File: src/verilog/peepw_pkg.sv
// ----------------------------------------------------------------------------
// Shared constants for the parallel EEPROM page-write host
// ----------------------------------------------------------------------------
package peepw_pkg;

  // --------------------------------------------------------------------------
  // Bus shape
  // --------------------------------------------------------------------------
  localparam int ADDR_W = 15; // Byte address width, 32k locations
  localparam int DATA_W = 8; // One byte per location
  localparam int PAGE_LSB = 7; // Lowest page address bit
  localparam int PAGE_W = ADDR_W - PAGE_LSB; // Page address bits 7..14
  localparam int PAGE_BYTES = 128; // Bytes one page load may hold
  localparam int CNT_W = 8; // Wide enough to hold PAGE_BYTES
  localparam int DATA_POLL_BIT = 7; // Complemented during programming
  localparam int TOGGLE_BIT = 6; // Alternates per read during programming

  // --------------------------------------------------------------------------
  // Timing, figures in their own unit, cycles derived at 200 MHz
  // --------------------------------------------------------------------------
  localparam int CLK_PERIOD_PS = 5000; // Core clock period
  localparam int STROBE_NS = 100; // Least width of a strobe low phase
  localparam int ACCESS_NS = 150; // Least wait from read strobes to data
  localparam int RECOVER_NS = 50; // Least high time between accesses
  localparam int WINDOW_US = 100; // Byte load window, falling edge to falling edge
  localparam int PROG_LIMIT_US = 10000; // Give-up time for one programming cycle
  // Least times round up
  localparam int STROBE_CYC = (STROBE_NS * 1000 + CLK_PERIOD_PS - 1) / CLK_PERIOD_PS;
  localparam int ACCESS_CYC = (ACCESS_NS * 1000 + CLK_PERIOD_PS - 1) / CLK_PERIOD_PS;
  localparam int RECOVER_CYC = (RECOVER_NS * 1000 + CLK_PERIOD_PS - 1) / CLK_PERIOD_PS;
  // Longest times round down; cycles per microsecond first, so the
  // product stays inside 32 bits even for the long give-up time
  localparam int WINDOW_CYC = WINDOW_US * (1000000 / CLK_PERIOD_PS);
  localparam int PROG_LIMIT_CYC = PROG_LIMIT_US * (1000000 / CLK_PERIOD_PS);
  localparam int PHASE_W = 8; // Phase counter width, holds the largest short count
  localparam int TIMER_W = 24; // Long timer width
  // Margin kept before window end so the next strobe still lands in time
  localparam int WINDOW_GUARD = RECOVER_CYC + 2;

  // --------------------------------------------------------------------------
  // Access sequencer states
  // --------------------------------------------------------------------------
  typedef enum logic [2:0] {
    PEEPW_IDLE,
    PEEPW_RD_SETUP,
    PEEPW_RD_ACCESS,
    PEEPW_WR_SETUP,
    PEEPW_WR_PULSE,
    PEEPW_RECOVER
  } peepw_state_e;

endpackage

File: src/verilog/peepw_host.sv
`timescale 1ns/100ps
module peepw_host
  import peepw_pkg::*;
#(
  parameter int unsigned WINDOW_CYCLES = peepw_pkg::WINDOW_CYC,
  parameter int unsigned PROG_LIMIT_CYCLES = peepw_pkg::PROG_LIMIT_CYC
) (
  input wire logic core_clk,
  input wire logic rst_n,
  input wire logic reqValid,
  output logic reqReady,
  input wire logic reqWrite,
  input wire logic [peepw_pkg::ADDR_W-1:0] reqAddr,
  input wire logic [peepw_pkg::DATA_W-1:0] reqData,
  output logic rspValid,
  output logic [peepw_pkg::DATA_W-1:0] rspData,
  input wire logic pollByData,
  output logic progBusy,
  output logic progDone,
  output logic progTimeout,
  output logic [peepw_pkg::ADDR_W-1:0] memAddr,
  output logic memCeN,
  output logic memOeN,
  output logic memWeN,
  input wire logic [peepw_pkg::DATA_W-1:0] memDataIn,
  output logic [peepw_pkg::DATA_W-1:0] memDataOut,
  output logic memDataOe
);
  import peepw_pkg::*;

  // --------------------------------------------------------------------------
  // Declarations
  // --------------------------------------------------------------------------
  logic [1:0] rstSyncQ; // Reset release pipeline
  logic rstN; // Synchronised reset for the whole block
  peepw_state_e stateQ; // Access sequencer
  logic [PHASE_W-1:0] phaseQ; // Cycles left in the current phase
  logic isPollQ; // Current read is a completion poll
  logic wasWriteQ; // Recovery follows a write
  logic pageOpenQ; // Bytes loaded, window still running
  logic [PAGE_W-1:0] pageAddrQ; // Page of the open load
  logic [CNT_W-1:0] pageCntQ; // Bytes in the open load
  logic progQ; // Device assumed programming
  logic havePrevQ; // A toggle sample is held
  logic prevToggleQ; // Previous toggle bit sample
  logic [ADDR_W-1:0] lastAddrQ; // Last byte written, for data polling
  logic [DATA_W-1:0] lastDataQ;
  logic weStart; // Write strobe pin falls two edges later
  logic readEnd; // Last cycle of a read access
  logic samePage; // Request lies in the open page
  logic [TIMER_W-1:0] winRemain; // Load window left
  logic winExpired; // Window ran out, programming begins
  logic progExpired; // Programming took too long
  logic pollDone; // Poll shows completion
  logic [DATA_W-1:0] pollSample;

  // --------------------------------------------------------------------------
  // Reset release
  // --------------------------------------------------------------------------
  always_ff @(posedge core_clk or negedge rst_n)
  begin
    if (!rst_n)
      rstSyncQ <= 2'h0;
    else
      rstSyncQ <= {rstSyncQ[0], 1'b1};
  end
  assign rstN = rstSyncQ[1];

  // --------------------------------------------------------------------------
  // Acceptance
  // --------------------------------------------------------------------------
  // Any write may open a page; later ones must fit the open page,
  // arrive early enough in the window and not overfill it
  assign samePage = reqAddr[ADDR_W-1:PAGE_LSB] == pageAddrQ;
  always_comb
  begin
    reqReady = 1'b0;
    if (rstN && stateQ == PEEPW_IDLE && !progQ)
    begin
      if (!pageOpenQ)
        reqReady = 1'b1;
      else
        // Reads of this part wait out the load; loads must fit the page
        reqReady = reqWrite && samePage && (pageCntQ < CNT_W'(PAGE_BYTES))
          && (winRemain > TIMER_W'(WINDOW_GUARD));
    end
  end

  // --------------------------------------------------------------------------
  // Access sequencer
  // --------------------------------------------------------------------------
  // Polls go first; one whole access runs before the next is looked at
  always_ff @(posedge core_clk or negedge rstN)
  begin
    if (!rstN)
    begin
      stateQ <= PEEPW_IDLE;
      phaseQ <= '0;
      isPollQ <= 1'b0;
      wasWriteQ <= 1'b0;
      memAddr <= '0;
      memDataOut <= '0;
    end
    else
    begin
      unique case (stateQ)
        PEEPW_IDLE:
        begin
          if (progQ && !progExpired)
          begin
            // Poll the last written byte
            stateQ <= PEEPW_RD_SETUP;
            memAddr <= lastAddrQ;
            isPollQ <= 1'b1;
            phaseQ <= PHASE_W'(RECOVER_CYC);
          end
          else if (reqValid && reqReady)
          begin
            memAddr <= reqAddr;
            memDataOut <= reqData;
            isPollQ <= 1'b0;
            phaseQ <= PHASE_W'(RECOVER_CYC);
            stateQ <= reqWrite ? PEEPW_WR_SETUP : PEEPW_RD_SETUP;
          end
        end
        PEEPW_RD_SETUP:
          // Select settles before the output strobe
          if (phaseQ == PHASE_W'(1))
          begin
            stateQ <= PEEPW_RD_ACCESS;
            phaseQ <= PHASE_W'(ACCESS_CYC);
          end
          else
            phaseQ <= phaseQ - PHASE_W'(1);
        PEEPW_RD_ACCESS:
          if (readEnd)
          begin
            stateQ <= PEEPW_RECOVER;
            wasWriteQ <= 1'b0;
            phaseQ <= PHASE_W'(RECOVER_CYC);
          end
          else
            phaseQ <= phaseQ - PHASE_W'(1);
        PEEPW_WR_SETUP:
          // Address and data settle before the write strobe falls
          if (weStart)
          begin
            stateQ <= PEEPW_WR_PULSE;
            phaseQ <= PHASE_W'(STROBE_CYC);
          end
          else
            phaseQ <= phaseQ - PHASE_W'(1);
        PEEPW_WR_PULSE:
          if (phaseQ == PHASE_W'(1))
          begin
            stateQ <= PEEPW_RECOVER;
            wasWriteQ <= 1'b1;
            phaseQ <= PHASE_W'(RECOVER_CYC);
          end
          else
            phaseQ <= phaseQ - PHASE_W'(1);
        PEEPW_RECOVER:
          // All strobes high; gives the standby gap between accesses
          if (phaseQ == PHASE_W'(1))
            stateQ <= PEEPW_IDLE;
          else
            phaseQ <= phaseQ - PHASE_W'(1);
      endcase
    end
  end

  assign weStart = (stateQ == PEEPW_WR_SETUP) && (phaseQ == PHASE_W'(1));
  assign readEnd = (stateQ == PEEPW_RD_ACCESS) && (phaseQ == PHASE_W'(1));

  // --------------------------------------------------------------------------
  // Pin strobes, registered one cycle behind the state
  // --------------------------------------------------------------------------
  // Write and output strobes are never low together, so the part never
  // drives against us and never mistakes a read for a write
  always_ff @(posedge core_clk or negedge rstN)
  begin
    if (!rstN)
    begin
      memCeN <= 1'b1;
      memOeN <= 1'b1;
      memWeN <= 1'b1;
      memDataOe <= 1'b0;
    end
    else
    begin
      memCeN <= !(stateQ inside {PEEPW_RD_SETUP, PEEPW_RD_ACCESS,
        PEEPW_WR_SETUP, PEEPW_WR_PULSE});
      memOeN <= !(stateQ == PEEPW_RD_ACCESS && !readEnd);
      // Select falls in write setup, ahead of the write strobe, so the write strobe is the later edge
      memWeN <= !(stateQ == PEEPW_WR_PULSE);
      // Data held through the first recovery cycle, past the rising strobe
      memDataOe <= (stateQ inside {PEEPW_WR_SETUP, PEEPW_WR_PULSE})
        || (stateQ == PEEPW_RECOVER && wasWriteQ
        && phaseQ == PHASE_W'(RECOVER_CYC));
    end
  end

  // --------------------------------------------------------------------------
  // Read data to the user
  // --------------------------------------------------------------------------
  always_ff @(posedge core_clk or negedge rstN)
  begin
    if (!rstN)
    begin
      rspValid <= 1'b0;
      rspData <= '0;
    end
    else
    begin
      rspValid <= readEnd && !isPollQ;
      if (readEnd && !isPollQ)
        rspData <= memDataIn;
    end
  end

  // --------------------------------------------------------------------------
  // Page load tracking
  // --------------------------------------------------------------------------
  always_ff @(posedge core_clk or negedge rstN)
  begin
    if (!rstN)
    begin
      pageOpenQ <= 1'b0;
      pageAddrQ <= '0;
      pageCntQ <= '0;
      lastAddrQ <= '0;
      lastDataQ <= '0;
    end
    else if (weStart)
    begin
      pageOpenQ <= 1'b1;
      pageAddrQ <= memAddr[ADDR_W-1:PAGE_LSB];
      pageCntQ <= pageOpenQ ? pageCntQ + CNT_W'(1) : CNT_W'(1);
      lastAddrQ <= memAddr;
      lastDataQ <= memDataOut;
    end
    else if (winExpired)
      pageOpenQ <= 1'b0;
  end

  // Window restarts at each write start, two edges before the write strobe falls
  peepw_timer #(
    .W(TIMER_W),
    .LIMIT(WINDOW_CYCLES)
  ) uWindow (
    .clk(core_clk),
    .rstN(rstN),
    .start(weStart),
    .cancel(1'b0),
    .remaining(winRemain),
    .expired(winExpired)
  );

  // --------------------------------------------------------------------------
  // Completion polling
  // --------------------------------------------------------------------------
  // The programming time is only typical, so completion is read back
  // from the part rather than waited out; a long timer guards a dead part
  assign pollSample = memDataIn;
  assign pollDone = readEnd && isPollQ && (pollByData
    ? (pollSample[DATA_POLL_BIT] == lastDataQ[DATA_POLL_BIT])
    : (havePrevQ && pollSample[TOGGLE_BIT] == prevToggleQ));

  always_ff @(posedge core_clk or negedge rstN)
  begin
    if (!rstN)
    begin
      progQ <= 1'b0;
      havePrevQ <= 1'b0;
      prevToggleQ <= 1'b0;
      progDone <= 1'b0;
      progTimeout <= 1'b0;
    end
    else
    begin
      progDone <= pollDone;
      progTimeout <= progExpired && progQ;
      if (winExpired)
      begin
        progQ <= 1'b1;
        havePrevQ <= 1'b0;
      end
      else if (pollDone || progExpired)
      begin
        progQ <= 1'b0;
        havePrevQ <= 1'b0;
      end
      else if (readEnd && isPollQ)
      begin
        havePrevQ <= 1'b1;
        prevToggleQ <= pollSample[TOGGLE_BIT];
      end
    end
  end

  peepw_timer #(
    .W(TIMER_W),
    .LIMIT(PROG_LIMIT_CYCLES)
  ) uProgLimit (
    .clk(core_clk),
    .rstN(rstN),
    .start(winExpired),
    .cancel(pollDone),
    .remaining(),
    .expired(progExpired)
  );

  assign progBusy = progQ || pageOpenQ;

  // --------------------------------------------------------------------------
  // Checks
  // --------------------------------------------------------------------------
  a_read_strobes: assert property (@(posedge core_clk) disable iff (!rstN)
    !memOeN |-> !memCeN && memWeN) else $error("output strobe without select");
  a_write_strobes: assert property (@(posedge core_clk) disable iff (!rstN)
    !memWeN |-> !memCeN && memOeN) else $error("write strobe misqualified");
  a_no_contention: assert property (@(posedge core_clk) disable iff (!rstN)
    memDataOe |-> memOeN) else $error("driving data while part may drive");
  a_page_address: assert property (@(posedge core_clk) disable iff (!rstN)
    $fell(memWeN) && $past(pageOpenQ, 2) |-> memAddr[ADDR_W-1:PAGE_LSB] == $past(pageAddrQ, 2))
    else $error("page load left its page");
  a_byte_limit: assert property (@(posedge core_clk) disable iff (!rstN)
    $fell(memWeN) |-> pageCntQ <= CNT_W'(PAGE_BYTES) && pageCntQ != '0)
    else $error("page load byte count out of range");
  a_load_window: assert property (@(posedge core_clk) disable iff (!rstN)
    $fell(memWeN) && $past(pageOpenQ, 2) |-> $past(winRemain, 2) > TIMER_W'(1))
    else $error("byte load after window closed");
  a_prog_no_write: assert property (@(posedge core_clk) disable iff (!rstN)
    progQ |-> !weStart && !reqReady) else $error("write while programming");
  a_prog_after_window: assert property (@(posedge core_clk) disable iff (!rstN)
    winExpired |=> progQ && !pageOpenQ)
    else $error("programming not assumed after window");
  a_poll_reads_last: assert property (@(posedge core_clk) disable iff (!rstN)
    readEnd && isPollQ |-> memAddr == lastAddrQ && !memOeN)
    else $error("poll read wrong address");
  a_done_releases: assert property (@(posedge core_clk) disable iff (!rstN)
    pollDone |=> !progQ && progDone)
    else $error("completion not released");

endmodule

File: src/verilog/peepw_timer.sv
`timescale 1ns/100ps
// ----------------------------------------------------------------------------
// Down counter: loads on start, pulses expired on reaching zero
// ----------------------------------------------------------------------------
module peepw_timer #(
  parameter int W = 24,
  parameter int unsigned LIMIT = 20000
) (
  input wire logic clk,
  input wire logic rstN,
  input wire logic start,
  input wire logic cancel,
  output logic [W-1:0] remaining,
  output logic expired
);

  logic [W-1:0] cntQ; // Cycles left, zero when idle

  // --------------------------------------------------------------------------
  // Count down
  // --------------------------------------------------------------------------
  // Start beats cancel so a restart in the same cycle is not lost
  always_ff @(posedge clk or negedge rstN)
  begin
    if (!rstN)
      cntQ <= '0;
    else if (start)
      cntQ <= W'(LIMIT);
    else if (cancel)
      cntQ <= '0;
    else if (cntQ != '0)
      cntQ <= cntQ - W'(1);
  end

  assign remaining = cntQ;
  // One-cycle pulse on the last count
  assign expired = (cntQ == W'(1)) && !start && !cancel;

endmodule

File: config.mk
export PLATFORM = sky130hd
export DESIGN_NAME = peepw_host
export DESIGN_NICKNAME = d
export VERILOG_FILES = /design/src/verilog/peepw_pkg.sv /design/src/verilog/peepw_host.sv /design/src/verilog/peepw_timer.sv
export SDC_FILE = /design/constraint.sdc
export NUM_CORES = 1
export LEC_CHECK = 0
export BUFFER_PORTS_ARGS = -buffer_cell sky130_fd_sc_hd__buf_2
export CAP_MARGIN = 20
export CORE_ASPECT_RATIO = 1.5
export CORE_UTILIZATION = 40
export CTS_BUF_LIST = sky130_fd_sc_hd__clkbuf_8
export CTS_CLUSTER_DIAMETER = 100
export DETAILED_ROUTE_END_ITERATION = 16
export MAX_ROUTING_LAYER = met4
export PLACE_DENSITY = 0.58
export SLEW_MARGIN = 40
export SYNTH_ARGS = -nofsm -noshare
export SYNTH_HDL_FRONTEND = slang
export SYNTH_SLANG_ARGS = --single-unit
File: constraint.sdc
create_clock -name core_clk -period 6.2 [get_ports core_clk]
set_input_delay 0.93 -clock core_clk [delete_from_list [all_inputs] [get_ports core_clk]]
set_output_delay 0.93 -clock core_clk [all_outputs]
set_load 0.02 [all_outputs]
==> flow_summary.json <==
{
  "synthCells": 649,
  "finalSetupTns_ns": 0,
  "postPlaceCellArea_sq_um": 7010,
  "cts_tree": "yes",
  "drtIter0Drc": 241,
  "swShare": 0.247,
  "finalSetupViolCount": 0,
  "htree_levels": 4,
  "dr.pass1.iters": 4,
  "power.density_nw_per_um2": 223,
  "die_w_microns": 106,
  "grt.met1_usage": 0.230,
  "clk_pin_slew_ns": 0.08,
  "ys_seq_elements": 129,
  "p_comb_frac": 0.038,
  "dieArea_sq_um": 16700,
  "crit_family": "simple AND/OR/NAND/NOR gates",
  "cp_slowest_cell": "or4_4",
  "required_ns": 5.27,
  "critical-path-max-stage-delay_ns": 0.58,
  "cts_hold_buf": 0,
  "synth_warnings": 0,
  "cts.sinks": 129,
  "fmax_mhz": 299,
  "p_sw_uw": 410,
  "clock_power_share": 0.443,
  "grt_overflow_total": 0,
  "wirelength_microns": 14600,
  "slew-limit-headroom": 0.481,
  "most-common-layout-cells": "dfrtp_1 (125), nand2_1 (108), buf_2 (75), nor2_1 (57), xnor2_1 (30)",
  "rsz0062_at_grt": "no",
  "place_hpwl_microns": 9970,
  "start_util": 0.412,
  "max_cap_violations": 0,
  "layout_commonest_cell": "dfrtp_1",
  "syn_area_per_cell_sq_um": 9.96,
  "final_area_sq_um": 7430,
  "num_rows": 56,
  "hold_viol_final": 0,
  "grt_max_degree": 57,
  "place.gp.congestion": 0.800,
  "die_h_microns": 158,
  "p_seq_frac": 0.520,
  "cts_buffers": 17,
  "skew_ns": 0.0112,
  "grt_pass1_wl_microns": 24400,
  "status": "finished, final reports clean",
  "via_per_inst": 5.31,
  "met2_usage": 0.312,
  "final_antenna_net_count": 0,
  "vias": 4990,
  "fin_util": 0.474,
  "ir_worst_vdd_v": 0.000128,
  "drcViolationCount": 0,
  "crit_path_max_fanout": 6,
  "nets": 768,
  "hold_class": "reg2async",
  "gr-usage-met3": 0.0465,
  "layout-drive-gt1-share": 0.223,
  "fin_crit_ns": 3.34,
  "tightest_slew_ns": 0.776,
  "cts_setup_buffers": 0,
  "critical_path.startpoint_type": "flop",
  "grt_pass1_vias": 4954,
  "wl_per_cell_microns": 15.5,
  "async_reset_ff_frac": 1.00,
  "cts_root_buffer": "clkbuf_8",
  "portBuffers": 75,
  "core-area_sq_um": 15700,
  "clock_path_buffers": 2,
  "synth_cell_types": 67,
  "grt.total_usage": 0.193,
  "grt-busiest-layer": "met2",
  "syn2layout_area_growth_pct": 15.0,
  "crit_chain": "or4_4 > nor3_2 > nand3_1 > nand2_1 > a21oi_1 > buf_2",
  "fin_crit_sh": 0.539,
  "synth_seq_area_share": 0.500,
  "cts_resized": 0,
  "synth_edf_count": 0,
  "internal-power_mw": 1.25,
  "netlist_area_sq_um": 6460,
  "cp.arrival_ns": 2.41,
  "ys.flop_type": "dfrtp_1",
  "report.final.slew_viol_count": 0,
  "clock_latency_ns": 0.46,
  "crit_buf_inv": 1,
  "antenna_found_initial": 0,
  "critical_path_class": "reg2out",
  "synth_fp_nets": 695,
  "leakage_nw": 3.22,
  "io-pin-count": 76,
  "crit_path_end_kind": "primary output"
}
[metrics by stage]
stage | cells | power (mW) | setup WS, ns | hold slack [ns]
floorplan | 649 | 0.909 | 1.31 | 0.331
global placement | 906 | 0.940 | 2.94 | 0.224
detailed placement | 906 | 0.942 | 2.94 | 0.231
CTS | 938 | 1.68 | 2.86 | 0.208
global route | 938 | 1.72 | 2.77 | 0.203
finish | 939 | 1.66 | 2.86 | 0.221
[power by group through the flow]
stage               combinational, mW  clock [mW]  sequential (mW)
global placement               0.0630           0            0.877
global route                   0.0698       0.789            0.863
CTS                            0.0646       0.755            0.861
detailed placement             0.0643           0            0.878
floorplan                      0.0124           0            0.896
finish                         0.0627       0.733            0.861
[layer usage]
metal,up-vias,wire length (microns)
met5,-,0
met4,0,251
met3,19,571
met2,90,7390
met1,2481,6370
li1,2400,-
[Yosys cell counts (all sizes together) (4+ instances only)]
cell / instances / area share
a21oi: 16 / 0.014
a31oi: 4 / 0.0039
and2: 5 / 0.0052
buf: 9 / 0.0099
clkbuf: 17 / 0.0099
dfrtp: 126 / 0.49
ha: 10 / 0.019
inv: 16 / 0.0093
mux2: 20 / 0.035
nand2: 109 / 0.064
nand3: 22 / 0.017
nand3b: 4 / 0.0046
nand4: 9 / 0.0097
nor2: 58 / 0.034
nor2b: 5 / 0.0048
nor3: 24 / 0.022
nor3b: 4 / 0.0062
nor4: 10 / 0.017
o21a: 15 / 0.017
o21ai: 29 / 0.023
o22a: 15 / 0.020
o31ai: 7 / 0.0081
or2: 5 / 0.0048
or3: 9 / 0.0087
or4: 9 / 0.012
xnor2: 30 / 0.041
xor2: 22 / 0.030
[worst register-to-register path, cell delays in order (launching register included)]
cell and delay, ns:
dfrtp_1 0.42, or4_4 0.58, nor3_2 0.44, a311oi_1 0.26, a21oi_4 0.18, buf_4 0.41
and2_4 0.29, mux2_2 0.33
[cells by family after synthesis]
kind of cell	synth area share
xor gates and xnor gates	0.0705
buffers and inverters	0.0290
muxes	0.0364
adders and majority gates	0.0194
DFF	0.500
other	0.000580
AOI/OAI and AO/OA	0.119
and+or+nand+nor	0.225
[flip-flops by register name, summed over array words and instances (netlist names), 2 cells and up]
signal	flops
lastAddrQ	7
memAddr	15
memDataOut	8
pageAddrQ	8
pageCntQ	8
phaseQ	8
rspData	8
rstSyncQ	2
stateQ	3
uProgLimit.remaining	24
uWindow.remaining	24
[layout make-up]
type	instances	area [sq um]
Clock buffer	18	248
Fill cell	1518	8260
Inverter	16	60.1
Clock inverter	14	154
Sequential cell	129	3240
Antenna cell	1	2.50
Multi-Input combinational cell	478	3070
Timing Repair Buffer	80	413
Tap cell	203	254
[path summary, 6_finish.rpt]
kind                                              startpoint  cells after the start  slack, ns                              endpoint
max                        uWindow.remaining[20]$_DFFE_PN0P_                      6       2.86                              reqReady
min                                    rstSyncQ[1]$_DFF_PN0_                      0       0.22                memAddr[5]$_DFFE_PN0P_
max reg2reg                uWindow.remaining[20]$_DFFE_PN0P_                      7       3.18                 phaseQ[2]$_DFFE_PN0P_
min reg2reg                            rstSyncQ[1]$_DFF_PN0_                      0       0.22                memAddr[5]$_DFFE_PN0P_
max in group asynchronous              rstSyncQ[1]$_DFF_PN0_                      2       4.30  uProgLimit.remaining[17]$_DFFE_PN0P_
min in group core_clk                  rstSyncQ[0]$_DFF_PN0_                      0       0.35                 rstSyncQ[1]$_DFF_PN0_
Power figures use the tool's default switching activity.
